<file path="src/tmc_pkg.sv">
// Shared constants, register map and carrier types for the timer core.
// Assumes a single 10 MHz pclk domain and an APB register bus.
package tmc_pkg;

   // ----------------------------------------------------------------
   // Widths
   // ----------------------------------------------------------------
   localparam int CNT_W = 10;
   localparam int HI_W  = CNT_W - 8;

   // ----------------------------------------------------------------
   // Register byte offsets
   // ----------------------------------------------------------------
   localparam logic [7:0] OFF_CTRL0  = 8'h00;
   localparam logic [7:0] OFF_CTRL1  = 8'h04;
   localparam logic [7:0] OFF_CNT_L  = 8'h08;
   localparam logic [7:0] OFF_CNT_H  = 8'h0c;
   localparam logic [7:0] OFF_CMPA_L = 8'h10;
   localparam logic [7:0] OFF_CMPA_H = 8'h14;
   localparam logic [7:0] OFF_CMPB_L = 8'h18;
   localparam logic [7:0] OFF_CMPB_H = 8'h1c;
   localparam logic [7:0] OFF_CCRP_L = 8'h20;
   localparam logic [7:0] OFF_CCRP_H = 8'h24;
   localparam logic [7:0] OFF_PINEN  = 8'h28;
   localparam logic [7:0] OFF_PDATA  = 8'h2c;
   localparam logic [7:0] OFF_ISTAT  = 8'h30;
   localparam logic [7:0] OFF_IMASK  = 8'h34;

   // ----------------------------------------------------------------
   // Reset values
   // ----------------------------------------------------------------
   localparam logic [1:0] PINEN_RST = 2'h1;
   localparam logic [1:0] PDATA_RST = 2'h3;

   // ----------------------------------------------------------------
   // Interrupt bit positions
   // ----------------------------------------------------------------
   localparam int IRQ_A = 0;
   localparam int IRQ_B = 1;
   localparam int IRQ_P = 2;

   // ----------------------------------------------------------------
   // Prescaler terminal counts
   // ----------------------------------------------------------------
   localparam logic [1:0] SYS_DIV4_TC  = 2'h3;
   localparam logic [1:0] HI_DIV4_TC   = 2'h3;
   localparam logic [3:0] HI_DIV16_TC  = 4'hf;
   localparam logic [5:0] HI_DIV64_TC  = 6'h3f;

   // ----------------------------------------------------------------
   // Enumerations
   // ----------------------------------------------------------------
   typedef enum logic [2:0] {
      CS_SYS_DIV4  = 3'b000,
      CS_SYS       = 3'b001,
      CS_HI_DIV16  = 3'b010,
      CS_HI_DIV64  = 3'b011,
      CS_TBC       = 3'b100,
      CS_RSVD      = 3'b101,
      CS_EXT       = 3'b110,
      CS_HI_DIV4   = 3'b111
   } tmc_clk_sel_t;

   typedef enum logic [1:0] {
      MODE_CMP   = 2'b00,
      MODE_TIMER = 2'b01,
      MODE_PWM   = 2'b10,
      MODE_IDLE  = 2'b11
   } tmc_mode_t;

   typedef enum logic [1:0] {
      ACT_NONE   = 2'b00,
      ACT_LOW    = 2'b01,
      ACT_HIGH   = 2'b10,
      ACT_TOGGLE = 2'b11
   } tmc_out_act_t;

   // ----------------------------------------------------------------
   // Carriers
   // ----------------------------------------------------------------
   typedef struct packed {
      logic         edge_fall;
      tmc_clk_sel_t counter_clock_select;
      logic         run;
   } tmc_ctrl0_t;

   typedef struct packed {
      logic         pwm_adj_period;
      logic         clr_on_a;
      tmc_mode_t    mode;
      tmc_out_act_t out_act;
   } tmc_ctrl1_t;

   typedef struct packed {
      logic sys_div4;
      logic hi_div4;
      logic hi_div16;
      logic hi_div64;
   } tmc_ticks_t;

   typedef struct packed {
      logic [1:0] sys_cnt;
      logic [5:0] hi_cnt;
   } tmc_pre_state_t;

   typedef struct packed {
      tmc_ctrl0_t       timer_control_0;
      tmc_ctrl1_t       ctrl1;
      logic [CNT_W-1:0] cnt;
      logic [CNT_W-1:0] comparator_a_value;
      logic [CNT_W-1:0] comparator_b_value;
      logic [CNT_W-1:0] ccrp;
      logic [7:0]       cnt_buf;
      logic [7:0]       cmpa_buf;
      logic [7:0]       cmpb_buf;
      logic [7:0]       ccrp_buf;
      logic [1:0]       timer_pin_enable_0;
      logic [1:0]       port_data;
      logic [2:0]       istat;
      logic [2:0]       imask;
      logic             irq;
      logic             tm_out;
      logic [1:0]       pin_out;
      logic             ext_prev;
      logic             ext_alt;
      logic [7:0]       rdata;
   } tmc_state_t;

endpackage

</file>
<file path="src/tmc_core.sv">
// Timer core: counter, three comparators, output pins, APB registers.
// Assumes pins synchronous to pclk; high and timebase clocks arrive as ticks.
//
// The APB slave port and the placing of the registers were chosen for this implementation.
`timescale 1ns/100ps
module tmc_core
   import tmc_pkg::*;
(
   input  wire logic        pclk,
   input  wire logic        presetn,
   input  wire logic        psel,
   input  wire logic        penable,
   input  wire logic        pwrite,
   input  wire logic [7:0]  paddr,
   input  wire logic [31:0] pwdata,
   output logic      [31:0] prdata,
   output logic             pready,
   output logic             pslverr,
   input  wire logic        internal_high_clock,
   input  wire logic        timebase_clock,
   input  wire logic        timer_ext_clock_pin,
   output logic             ext_pin_alt,
   input  wire logic [1:0]  alt_func_out,
   output logic      [1:0]  timer_output_pin,
   output logic      [1:0]  timer_pin_sel,
   output logic             irq
);

   // ----------------------------------------------------------------
   // Helpers
   // ----------------------------------------------------------------
   function automatic logic tmc_mapped(input logic [7:0] a);
      case (a)
         OFF_CTRL0, OFF_CTRL1, OFF_CNT_L, OFF_CNT_H, OFF_CMPA_L, OFF_CMPA_H,
         OFF_CMPB_L, OFF_CMPB_H, OFF_CCRP_L, OFF_CCRP_H, OFF_PINEN, OFF_PDATA,
         OFF_ISTAT, OFF_IMASK: tmc_mapped = 1'b1;
         default: tmc_mapped = 1'b0;
      endcase
   endfunction

   function automatic logic [7:0] tmc_hi(input logic [CNT_W-1:0] v);
      tmc_hi = {{(8-HI_W){1'b0}}, v[CNT_W-1:8]};
   endfunction

   tmc_state_t       s_r;
   tmc_state_t       s_nxt;
   tmc_ticks_t       ticks;
   logic             src_tick;
   logic             tick;
   logic             ext_edge;
   logic             acc_wr;
   logic             acc_rd;
   logic             match_a;
   logic             match_b;
   logic             match_p;
   logic             clr_hit;
   logic [CNT_W-1:0] duty;
   logic [2:0]       wclr;

   tmc_prescaler u_pre (
      .pclk      (pclk),
      .presetn   (presetn),
      .high_tick (internal_high_clock),
      .ticks     (ticks)
   );

   // ----------------------------------------------------------------
   // Next state
   // ----------------------------------------------------------------
   always_comb begin
      s_nxt  = s_r;
      acc_wr = psel & penable & pwrite;
      acc_rd = psel & penable & ~pwrite;
      wclr   = 3'h0;

      // Clock source selection
      s_nxt.ext_prev = timer_ext_clock_pin;
      ext_edge = s_r.timer_control_0.edge_fall ? (s_r.ext_prev & ~timer_ext_clock_pin)
                                               : (~s_r.ext_prev & timer_ext_clock_pin);
      case (s_r.timer_control_0.counter_clock_select)
         CS_SYS_DIV4: src_tick = ticks.sys_div4;
         CS_SYS:      src_tick = 1'b1;
         CS_HI_DIV4:  src_tick = ticks.hi_div4;
         CS_HI_DIV16: src_tick = ticks.hi_div16;
         CS_HI_DIV64: src_tick = ticks.hi_div64;
         CS_TBC:      src_tick = timebase_clock;
         CS_EXT:      src_tick = ext_edge;
         CS_RSVD:     src_tick = 1'b0;
         default:     src_tick = 1'b0;
      endcase
      // Pin goes to the alternate function only while the timer does not own it
      s_nxt.ext_alt = (s_r.timer_control_0.counter_clock_select == CS_EXT)
                      ? 1'b0 : timer_ext_clock_pin;
      tick = s_r.timer_control_0.run & src_tick;

      // Compare and count
      match_a = tick & (s_r.cnt == s_r.comparator_a_value);
      match_b = tick & (s_r.cnt == s_r.comparator_b_value);
      match_p = tick & (s_r.cnt == s_r.ccrp);
      if (s_r.ctrl1.mode == MODE_PWM) begin
         // One comparator fixes the period, the other the duty
         clr_hit = s_r.ctrl1.pwm_adj_period ? match_a : match_p;
         duty    = s_r.ctrl1.pwm_adj_period ? s_r.ccrp : s_r.comparator_a_value;
      end else begin
         clr_hit = s_r.ctrl1.clr_on_a ? match_a : match_p;
         duty    = s_r.comparator_a_value;
      end
      if (tick) begin
         s_nxt.cnt = clr_hit ? '0 : CNT_W'(s_r.cnt + 10'h001);
      end

      // Output generation
      case (s_r.ctrl1.mode)
         MODE_CMP: begin
            if (match_a) begin
               case (s_r.ctrl1.out_act)
                  ACT_LOW:    s_nxt.tm_out = 1'b0;
                  ACT_HIGH:   s_nxt.tm_out = 1'b1;
                  ACT_TOGGLE: s_nxt.tm_out = ~s_r.tm_out;
                  default:    s_nxt.tm_out = s_r.tm_out;
               endcase
            end
         end
         MODE_PWM: s_nxt.tm_out = (s_r.cnt < duty);
         default:  s_nxt.tm_out = s_r.tm_out;
      endcase
      for (int i = 0; i < 2; i++) begin
         // Data bit low inverts, so pin pairs can run complementary
         s_nxt.pin_out[i] = s_r.timer_pin_enable_0[i]
                            ? (s_r.tm_out ^ ~s_r.port_data[i])
                            : alt_func_out[i];
      end

      // Read data captured in the setup phase
      if (psel & ~penable & ~pwrite) begin
         case (paddr)
            OFF_CTRL0:  s_nxt.rdata = {3'h0, s_r.timer_control_0};
            OFF_CTRL1:  s_nxt.rdata = {2'h0, s_r.ctrl1};
            OFF_CNT_L:  s_nxt.rdata = s_r.cnt_buf;
            OFF_CNT_H:  s_nxt.rdata = tmc_hi(s_r.cnt);
            OFF_CMPA_L: s_nxt.rdata = s_r.cmpa_buf;
            OFF_CMPA_H: s_nxt.rdata = tmc_hi(s_r.comparator_a_value);
            OFF_CMPB_L: s_nxt.rdata = s_r.cmpb_buf;
            OFF_CMPB_H: s_nxt.rdata = tmc_hi(s_r.comparator_b_value);
            OFF_CCRP_L: s_nxt.rdata = s_r.ccrp_buf;
            OFF_CCRP_H: s_nxt.rdata = tmc_hi(s_r.ccrp);
            OFF_PINEN:  s_nxt.rdata = {6'h0, s_r.timer_pin_enable_0};
            OFF_PDATA:  s_nxt.rdata = {6'h0, s_r.port_data};
            OFF_ISTAT:  s_nxt.rdata = {5'h0, s_r.istat};
            OFF_IMASK:  s_nxt.rdata = {5'h0, s_r.imask};
            default:    s_nxt.rdata = 8'h00;
         endcase
      end

      // High byte read copies the live low byte into the buffer
      if (acc_rd) begin
         case (paddr)
            OFF_CNT_H:  s_nxt.cnt_buf  = s_r.cnt[7:0];
            OFF_CMPA_H: s_nxt.cmpa_buf = s_r.comparator_a_value[7:0];
            OFF_CMPB_H: s_nxt.cmpb_buf = s_r.comparator_b_value[7:0];
            OFF_CCRP_H: s_nxt.ccrp_buf = s_r.ccrp[7:0];
            default:    s_nxt.cnt_buf  = s_nxt.cnt_buf;
         endcase
      end

      if (acc_wr) begin
         case (paddr)
            OFF_CTRL0:  s_nxt.timer_control_0 = tmc_ctrl0_t'(pwdata[4:0]);
            OFF_CTRL1:  s_nxt.ctrl1 = tmc_ctrl1_t'(pwdata[5:0]);
            OFF_CMPA_L: s_nxt.cmpa_buf = pwdata[7:0];
            OFF_CMPA_H: s_nxt.comparator_a_value = {pwdata[HI_W-1:0], s_r.cmpa_buf};
            OFF_CMPB_L: s_nxt.cmpb_buf = pwdata[7:0];
            OFF_CMPB_H: s_nxt.comparator_b_value = {pwdata[HI_W-1:0], s_r.cmpb_buf};
            OFF_CCRP_L: s_nxt.ccrp_buf = pwdata[7:0];
            OFF_CCRP_H: s_nxt.ccrp = {pwdata[HI_W-1:0], s_r.ccrp_buf};
            OFF_PINEN:  s_nxt.timer_pin_enable_0 = pwdata[1:0];
            OFF_PDATA:  s_nxt.port_data = pwdata[1:0];
            OFF_ISTAT:  wclr = pwdata[2:0];
            OFF_IMASK:  s_nxt.imask = pwdata[2:0];
            default:    wclr = 3'h0;
         endcase
      end

      // Sticky flags: a new match beats a same-cycle clear
      s_nxt.istat = (s_r.istat & ~wclr) | {match_p, match_b, match_a};
      s_nxt.irq   = |(s_nxt.istat & s_nxt.imask);
   end

   always_ff @(posedge pclk or negedge presetn) begin
      if (!presetn) begin
         s_r <= '0;
         s_r.timer_pin_enable_0 <= PINEN_RST;
         s_r.port_data <= PDATA_RST;
      end else begin
         s_r <= s_nxt;
      end
   end

   // ----------------------------------------------------------------
   // Outputs
   // ----------------------------------------------------------------
   assign prdata           = {24'h000000, s_r.rdata};
   assign pready           = 1'b1;
   assign pslverr          = psel & penable & ~tmc_mapped(paddr);
   assign ext_pin_alt      = s_r.ext_alt;
   assign timer_output_pin = s_r.pin_out;
   assign timer_pin_sel    = s_r.timer_pin_enable_0;
   assign irq              = s_r.irq;
endmodule

</file>
<file path="src/tmc_prescaler.sv">
// Divider that turns pclk and the internal high clock tick into enables.
// Assumes high_tick is a one-cycle pulse synchronous to pclk.
`timescale 1ns/100ps
module tmc_prescaler
   import tmc_pkg::*;
(
   input  wire logic       pclk,
   input  wire logic       presetn,
   input  wire logic       high_tick,
   output tmc_ticks_t      ticks
);

   tmc_pre_state_t s_r;
   tmc_pre_state_t s_nxt;

   always_comb begin
      s_nxt = s_r;
      s_nxt.sys_cnt = 2'(s_r.sys_cnt + 2'h1);
      if (high_tick) begin
         s_nxt.hi_cnt = 6'(s_r.hi_cnt + 6'h01);
      end
      ticks.sys_div4 = (s_r.sys_cnt == SYS_DIV4_TC);
      ticks.hi_div4  = high_tick & (s_r.hi_cnt[1:0] == HI_DIV4_TC);
      ticks.hi_div16 = high_tick & (s_r.hi_cnt[3:0] == HI_DIV16_TC);
      ticks.hi_div64 = high_tick & (s_r.hi_cnt == HI_DIV64_TC);
   end

   always_ff @(posedge pclk or negedge presetn) begin
      if (!presetn) begin
         s_r <= '0;
      end else begin
         s_r <= s_nxt;
      end
   end

endmodule
</file>
<file path="config.mk">
export PLATFORM = sky130hd
export DESIGN_NAME = tmc_core
export DESIGN_NICKNAME = d
export VERILOG_FILES = /design/src/tmc_pkg.sv /design/src/tmc_core.sv /design/src/tmc_prescaler.sv
export SDC_FILE = /design/constraint.sdc
export NUM_CORES = 1
export LEC_CHECK = 0
export BUFFER_PORTS_ARGS = -buffer_cell sky130_fd_sc_hd__buf_2
export CAP_MARGIN = 5
export CORE_AREA = 2 2 110 112
export DETAILED_ROUTE_END_ITERATION = 8
export DIE_AREA = 0 0 112 114
export PLACE_DENSITY = 0.8
export SYNTH_ARGS = -nofsm -noshare
export SYNTH_HDL_FRONTEND = slang
export SYNTH_SLANG_ARGS = --single-unit
</file>
<file path="constraint.sdc">
create_clock -name pclk -period 5.9 [get_ports pclk]
set_input_delay 0.295 -clock pclk [delete_from_list [all_inputs] [get_ports pclk]]
set_output_delay 0.295 -clock pclk [all_outputs]
set_load 0.01 [all_outputs]
</file>
==> flow_summary.ini, run 1 <==
[outcome]
status = finished clean

[sta]
max_freq_ghz = 0.378
worstMarginPinSlew_ns = 0.968
fin_crit_sh_pct = 44.9
slew_headroom_pct = 35.4
period_minus_slack_ns = 2.65
finalSetupTns_ns = 0
slew_violations = 0
setup_viol = 0
hold_viol = 0
finClkSkew_ns = 0.0105
rsz0062_at_grt = no

[placed_design]
dp_hpwl_um = 11200
routabilityCongestion = 0.935
numPortBuffers = 40

[hold_path]
hold_class = input pin to flip-flop

[layout]
nNetsFinal = 691
syn_to_final_growth_pct = 9.95
antenna_cells = 0
drive_gt1_share_pct = 23.6
final_common_cell = dfrtp_1
most-common-layout-cells = dfrtp_1, nand2_1, o21ai_0

[cts]
cts_tree = yes
cts_sinks = 115
clock_path_buffers = 2
path_clk_slew_ns = 0.05
cts-root-buf = clkbuf_16
cts.repair.resized = 0
cts_buffers = 17
clk-insertion-delay-late_ns = 0.41
htreeDepth = 4

[route]
vias_per_cell = 6.23
drc = 0
routed-via-count = 4900
first_iter_violations = 565
dr.pass1.iters = 5
wl_per_cell_um = 20.7
drtAntennaViolNets = 0
totalWireLength_um = 16300

[global_routing]
use_met2_pct = 44.2
gr-usage-all-layers_pct = 26.2
grt_pass1_vias = 4839
grt_first_pass_wirelength_um = 26000
top_usage_layer = met2
grt_start_max_net_pins = 79
grt_overflow_total = 0
use_met3_pct = 5.42
gr-usage-met1_pct = 32.6
antenna_found_initial = 0

[die]
ios = 90
fp.coreArea_um2 = 11700
die_y_um = 114
start_util_pct = 56.8
die_w_um = 112
fp-row-count = 40
dieArea_um2 = 12800

[power]
leakage_nw = 3.71
ir_drop_v = 0.000208
p_per_area_nw_per_um2 = 282
power_mw = 2.06

[flow_run]
cap_viol_max_count = 0

[synth]
yosys_warnings = 0
synth_seq_cells = 115
synth-edff-count = 0
syn_avg_cell_area_um2 = 10.9
synth_cells = 608
synth_area_um2 = 6650
synthArstFlopShare_pct = 100
ys_seq_area_share_pct = 43.3
ys_types = 63
ys.flop_type = dfrtp_1

[critical_path]
crit_fanout = 11
cp.arrival_ns = 2.99
crit_type = flip-flop to flip-flop
crit_path_end_kind = flip-flop
cp.required_ns = 6.24
start_kind = flip-flop
[Yosys cell counts, types with 13 or more instances]
cell type	count	share of area, %
a21oi_1	18	1.4
ha_1	14	2.6
mux2_2	29	4.9
mux2i_1	41	6.2
dfrtp_1	112	42
nor2_1	26	1.5
xor2_1	21	2.8
nand2_1	53	3.0
xnor2_1	24	3.2
nand4_1	13	1.2
buf_4	37	4.2
mux2_4	19	4.3
o21ai_0	43	3.2
[through the flow]
| step | utilization, % | instance area, µm² | std cells | setup slack, ns | hold WS, ns |
|---|---|---|---|---|---|
| after global routing | 62.4 | 7310 | 787 | 3.12 | 0.0228 |
| final | 62.4 | 7310 | 787 | 3.25 | 0.0200 |
| after floorplan | - | 6740 | 631 | 3.86 | -0.000591 |
| after CTS | 62.4 | 7310 | 787 | 3.27 | 0.0133 |
| after global placement | 57.1 | 6680 | 754 | 3.35 | 0.273 |
| after detailed placement | 57.1 | 6680 | 754 | 3.32 | 0.285 |
[layout make-up]
type	instances	area [µm²]
fillers	892	4400
multi-input cells	445	3380
inverters	6	22.5
flip-flops and latches	115	2880
well taps	147	184
clock inverters	10	155
clock buffers	22	464
repair buffers	42	220
[kinds of logic (layout without fill, tap and decap cells)]
group / after synthesis / count (layout) / share of synthesized area, %
flip-flops: 115 / 115 / 43.3
multiplexers: 90 / 90 / 15.8
buffers and inverters: 71 / 80 / 7.08
AND/OR/NAND/NOR: 166 / 166 / 15.2
adder cells (fa/ha/maj): 14 / 14 / 2.63
XOR/XNOR: 45 / 45 / 5.93
AO/OA/AOI/OAI: 105 / 105 / 9.92
other: 2 / 25 / 0.113
[critical path, stage by stage (launching register included)]
cell and delay [ns]:
dfrtp_1 0.42, nand3b_1 0.59, mux2i_1 0.36, ha_1 0.28, a21oi_1 0.13, nor2b_1 0.05, o21ai_0 0.15, a31oi_1 0.12
o41ai_1 0.27, mux2_2 0.21
[registers in the layout, summed over array words and instances (netlist names)]
| signal | count |
|---|---|
| u_pre.s_r | 8 |
| s_r | 93 |
| timer_pin_sel | 2 |
| ext_pin_alt | 1 |
| irq | 1 |
| timer_output_pin | 2 |
| prdata | 8 |
[final timing paths]
kind | to | slack (ns) | from | cells past startpoint
setup reg to reg | s_r[12] | 3.25 | s_r[98] | 9
hold / removal | s_r[9] | 0.02 | timer_ext_clock_pin | 1
max in group asynchronous | prdata[2] | 4.17 | presetn | 3
setup / recovery | s_r[12] | 3.25 | s_r[98] | 9
hold reg to reg | u_pre.s_r[6] | 0.44 | u_pre.s_r[6] | 1
min in group asynchronous | s_r[72] | 0.39 | presetn | 2
[power breakdown]
part           leakage (nW)  switching (mW)  internal (mW)  total (mW)
clock network         0.300           0.353          0.725        1.08
logic                  1.84          0.0801         0.0472       0.127
registers              1.57          0.0333          0.821       0.854
total                  3.71           0.466           1.59        2.06
[per-layer routing]
metal / part of all wire (%) / wire (µm)
met1: 39 / 6430
met2: 49 / 8070
met3: 7.2 / 1170
met4: 4.0 / 657
met5: 0 / 0
[repair_timing]
item,in CTS,in global routing
setup buffers,0,0
endpoints found under the hold margin,37,0
hold buffers,1,0
No activity file was read; power rests on OpenSTA's default activity.
==> inputs of run 2 (changes only) <==
- CORE_AREA: 2 2 110 112 -> 2 2 116 118
- DIE_AREA: 0 0 112 114 -> 0 0 118 120
- PLACE_DENSITY: 0.8 -> 0.76
- clock period: 5.9 -> 2.43 ns (I/O delays scaled with it)
==> flow_summary.ini, run 2 (synthesis results as in run 1) <==
[route]
wl_per_cell_um = 19.8
drtAntennaViolNets = 0
vias_per_cell = 5.89
drc = 0
dr.pass1.iters = 5
first_iter_violations = 436
routed-via-count = 4960
totalWireLength_um = 16600

[die]
die_w_um = 118
fp-row-count = 42
fp.coreArea_um2 = 13000
dieArea_um2 = 14200
start_util_pct = 51.2
ios = 90
die_y_um = 120

[layout]
seqCellArea_um2 = 2880
antenna_cells = 0
nNetsFinal = 717
most-common-layout-cells = dfrtp_1, nand2_1, o21ai_0
fin_cells = 842
fillers = 1054
largest_register_ffs = 93
final_common_cell = dfrtp_1
multi_input_area_um2 = 3380
syn_to_final_growth_pct = 13.5
drive_gt1_share_pct = 25.7
largest_register = s_r

[sta]
slew_headroom_pct = 56.2
setup_viol = 0
period_minus_slack_ns = 2.27
finalSetupTns_ns = 0
fin_crit_sh_pct = 93.5
hold_viol = 0
max_freq_ghz = 0.440
worstMarginPinSlew_ns = 0.657
rsz0062_at_grt = no
finClkSkew_ns = 0.0104
fin_ws_ns = 0.159
slew_violations = 0

[cts]
cts_tree = yes
cts-root-buf = clkbuf_16
cts_buffers = 17
path_clk_slew_ns = 0.05
cts_sinks = 115
htreeDepth = 4
clk-insertion-delay-late_ns = 0.42
clock_path_buffers = 2

[global_routing]
gr-usage-all-layers_pct = 24.2
grt_overflow_total = 0
grt_pass1_vias = 4960
antenna_found_initial = 0
grt_first_pass_wirelength_um = 26200
grt_start_max_net_pins = 52

[flow_run]
cap_viol_max_count = 0

[power]
leakage_nw = 3.82
p_per_area_nw_per_um2 = 646
ir_drop_v = 0.000490

[critical_path]
crit_type = flip-flop to flip-flop
cp.arrival_ns = 2.63
crit_fanout = 5
cp.required_ns = 2.79
crit_path_end_kind = flip-flop
start_kind = flip-flop

[placed_design]
numPortBuffers = 40
dp_hpwl_um = 11700
dp_cells = 800
dp_slack_ns = 0.135
routabilityCongestion = 0.920

[hold_path]
hold_class = input pin to flip-flop

[outcome]
status = finished clean
run 2: path summary, 6_finish.rpt:
check	slack, ns	endpoint	start	cells past startpoint
setup / recovery	0.16	s_r[12]	s_r[98]	9
hold / removal	0.04	s_r[27]	pwdata[3]	3
max in group asynchronous	1.36	timer_pin_sel[0]	presetn	3
setup reg to reg	0.16	s_r[12]	s_r[98]	9
min in group asynchronous	0.27	prdata[6]	presetn	2
hold reg to reg	0.43	u_pre.s_r[6]	u_pre.s_r[6]	1
run 2: cell type report:
cell class              instances  share of cell area [%]
clock buffers                  23                    6.47
repair buffers                 68                    5.90
multi-input cells             445                    44.8
inverters                       6                   0.299
well taps                     176                    2.92
flip-flops and latches        115                    38.2
clock inverters                 9                    1.36
run 2: critical path, cell delays in order (launching register included):
cell      delay (ns)
dfrtp_1         0.37
nand3b_1        0.27
buf_4           0.23
mux2i_1         0.17
ha_1            0.25
and4_1          0.20
a21oi_1         0.14
a31oi_1         0.10
o41ai_1         0.26
mux2_2          0.21
run 2: timing repair:
action	CTS	global route
hold buffers	8	0
setup buffers	0	2
setup endpoints to repair	0	1
hold endpoints to repair	60	0
gates resized for setup	0	0
run 2: per-stage QoR:
step	util [%]	power, mW	cell area (µm²)	hold WS [ns]
global placement	52.8	2.39	6860	0.187
finish	58.1	4.87	7540	0.0406
detailed placement	52.8	2.41	6860	0.196
floorplan	-	2.31	6740	-0.174
global route	58.1	5.02	7540	0.0364
CTS	58.0	4.88	7530	0.0243
run 2: metal layers:
layer  up-vias  track usage [%]  wire (µm)  share of wire (%)
met4         0             11.7        660                4.0
li1       2204                -          -                  -
met1      2480             29.2       6800                 41
met3        60             5.09       1020                6.1
met5         -                0          0                  0
met2       216             41.4       8160                 49
run 2: report_power, final:
| part | total, mW | leakage, nW | internal, mW | switching (mW) |
|---|---|---|---|---|
| clock | 2.49 | 0.285 | 1.61 | 0.881 |
| combinational | 0.321 | 1.97 | 0.127 | 0.194 |
| sequential | 2.06 | 1.57 | 1.99 | 0.0722 |
| total | 4.87 | 3.82 | 3.73 | 1.15 |
==> inputs of run 3 (changes only) <==
==> constraint.sdc (replaced) <==
create_clock -name pclk -period 2.43 [get_ports pclk]
set_input_delay 0.486 -clock pclk [delete_from_list [all_inputs] [get_ports pclk]]
set_output_delay 0.486 -clock pclk [all_outputs]
set_load 0.01 [all_outputs]
==> flow_summary.ini, run 3 (synthesis results as in run 1) <==
[outcome]
status = finished clean

[critical_path]
r2r_start = s_r[101]
crit_type = flip-flop to flip-flop
cp_cell_sequence = nand3b_1 -> buf_4 -> mux2i_1 -> ha_1 -> and4_1 -> a21oi_1 -> a31oi_1 -> o41ai_1 -> buf_4 -> mux2_2
r2r_end = s_r[12]
crit_fanout = 7
rr_worst_depth = 10
reg2reg_slack_ns = 0.15
critPathSlowestCell = dfrtp_1
crit_top_cell = buf_4
cp.required_ns = 2.78
start_kind = flip-flop
crit_path_end_kind = flip-flop
cp.arrival_ns = 2.63
critPathMaxStageDelay_ns = 0.39

[layout]
final_common_cell = dfrtp_1
antenna_cells = 0
fin_util_pct = 58.1
drive_gt1_share_pct = 27.5
nNetsFinal = 720
largest_register_ffs = 93
syn_to_final_growth_pct = 13.5
fin_cells = 845
largest_register = s_r
fin_area_um2 = 7540
most-common-layout-cells = dfrtp_1, nand2_1, o21ai_0

[route]
first_iter_violations = 409
wl_per_cell_um = 19.7
dr.pass1.iters = 5
drtAntennaViolNets = 0
vias_per_cell = 5.79
drc = 0
totalWireLength_um = 16600
routed-via-count = 4892

[power]
p_per_area_nw_per_um2 = 644
power_mw = 4.86
ir_drop_v = 0.000458
leakage_nw = 3.85

[die]
start_util_pct = 51.2
dieArea_um2 = 14200
fp.coreArea_um2 = 13000
die_w_um = 118
die_y_um = 120
ios = 90
fp-row-count = 42

[placed_design]
dp_cells = 813
postPlaceCellArea_um2 = 6960
dp_hpwl_um = 12000
routabilityCongestion = 0.930
numPortBuffers = 40
dp_slack_ns = 0.0793

[sta]
max_freq_ghz = 0.438
finalSetupTns_ns = 0
slew_violations = 0
hold_ws_ns = 0.0348
setup_viol = 0
fin_crit_sh_pct = 93.9
finClkSkew_ns = 0.00447
period_minus_slack_ns = 2.28
hold_viol = 0
slew_headroom_pct = 65.7
worstMarginPinSlew_ns = 0.513
rsz0062_at_grt = no
fin_ws_ns = 0.147

[flow_run]
cap_viol_max_count = 0

[cts]
cts-root-buf = clkbuf_16
path_clk_slew_ns = 0.06
cts_setup_buffers = 0
clk-insertion-delay-late_ns = 0.41
cts.repair.resized = 0
cts_sinks = 115
clock_path_buffers = 2
htreeDepth = 4
ctsHoldBuffers = 0
cts_tree = yes
cts_buffers = 17

[global_routing]
antenna_found_initial = 0
gr-usage-all-layers_pct = 24.5
grt_overflow_total = 0
grt_pass1_vias = 5018
grt_first_pass_wirelength_um = 26600
grt_start_max_net_pins = 50

[hold_path]
hold_class = input pin to async pin
==> run 3: cell count changes in the layout (fill, tap and decap cells not counted) <==
cell / delta
buf_4: +11
clkbuf_1: -2
clkbuf_8: -2
clkinv_2: +1
clkinv_4: +4
clkinvlp_4: -1
dlygate4sd3_1: -8
==> run 3: how the worst max path moves through the flow <==
stage                     depth (start not counted)  slack, ns  endpoint     start
final                                            10       0.15   s_r[12]  s_r[101]
after CTS                                        10       0.16   s_r[12]  s_r[101]
after global routing                             10       0.02   s_r[12]  s_r[101]
after detailed placement                          6       0.08       irq  paddr[1]
after floorplan                                   6       0.23       irq  paddr[3]
after global placement                            6       0.13       irq  paddr[1]
==> run 3: power breakdown <==
part | switching (mW) | internal, mW | leakage (nW)
Sequential | 0.0743 | 1.99 | 1.57
Clock | 0.911 | 1.56 | 0.288
Combinational | 0.198 | 0.129 | 1.99
Total | 1.18 | 3.68 | 3.85
==> run 3: per-layer routing <==
layer  vias to the layer above  GRT usage (%)  share of wire (%)  routed length (µm)
met3                        45           5.56                5.8                 970
li1                       2212              -                  -                   -
met2                       179           41.2                 49                8080
met4                         0           12.3                3.8                 638
met1                      2456           29.7                 42                6940
met5                         -              0                  0                   0
==> run 3: cell type report <==
type	instances	area (µm²)
fillers	1065	5440
multi-input cells	445	3380
flip-flops and latches	115	2880
clock buffers	19	453
repair buffers	71	448
well taps	176	220
clock inverters	13	135
inverters	6	22.5
==> run 3: worst max-delay path: cells and delay by family (launching register included) <==
| kind | cells | cell delay [ns] |
|---|---|---|
| compound gates | 3 | 0.54 |
| flops | 1 | 0.39 |
| buf+inv | 2 | 0.36 |
| mux | 2 | 0.35 |
| simple gates | 2 | 0.31 |
| fa+ha+maj | 1 | 0.26 |
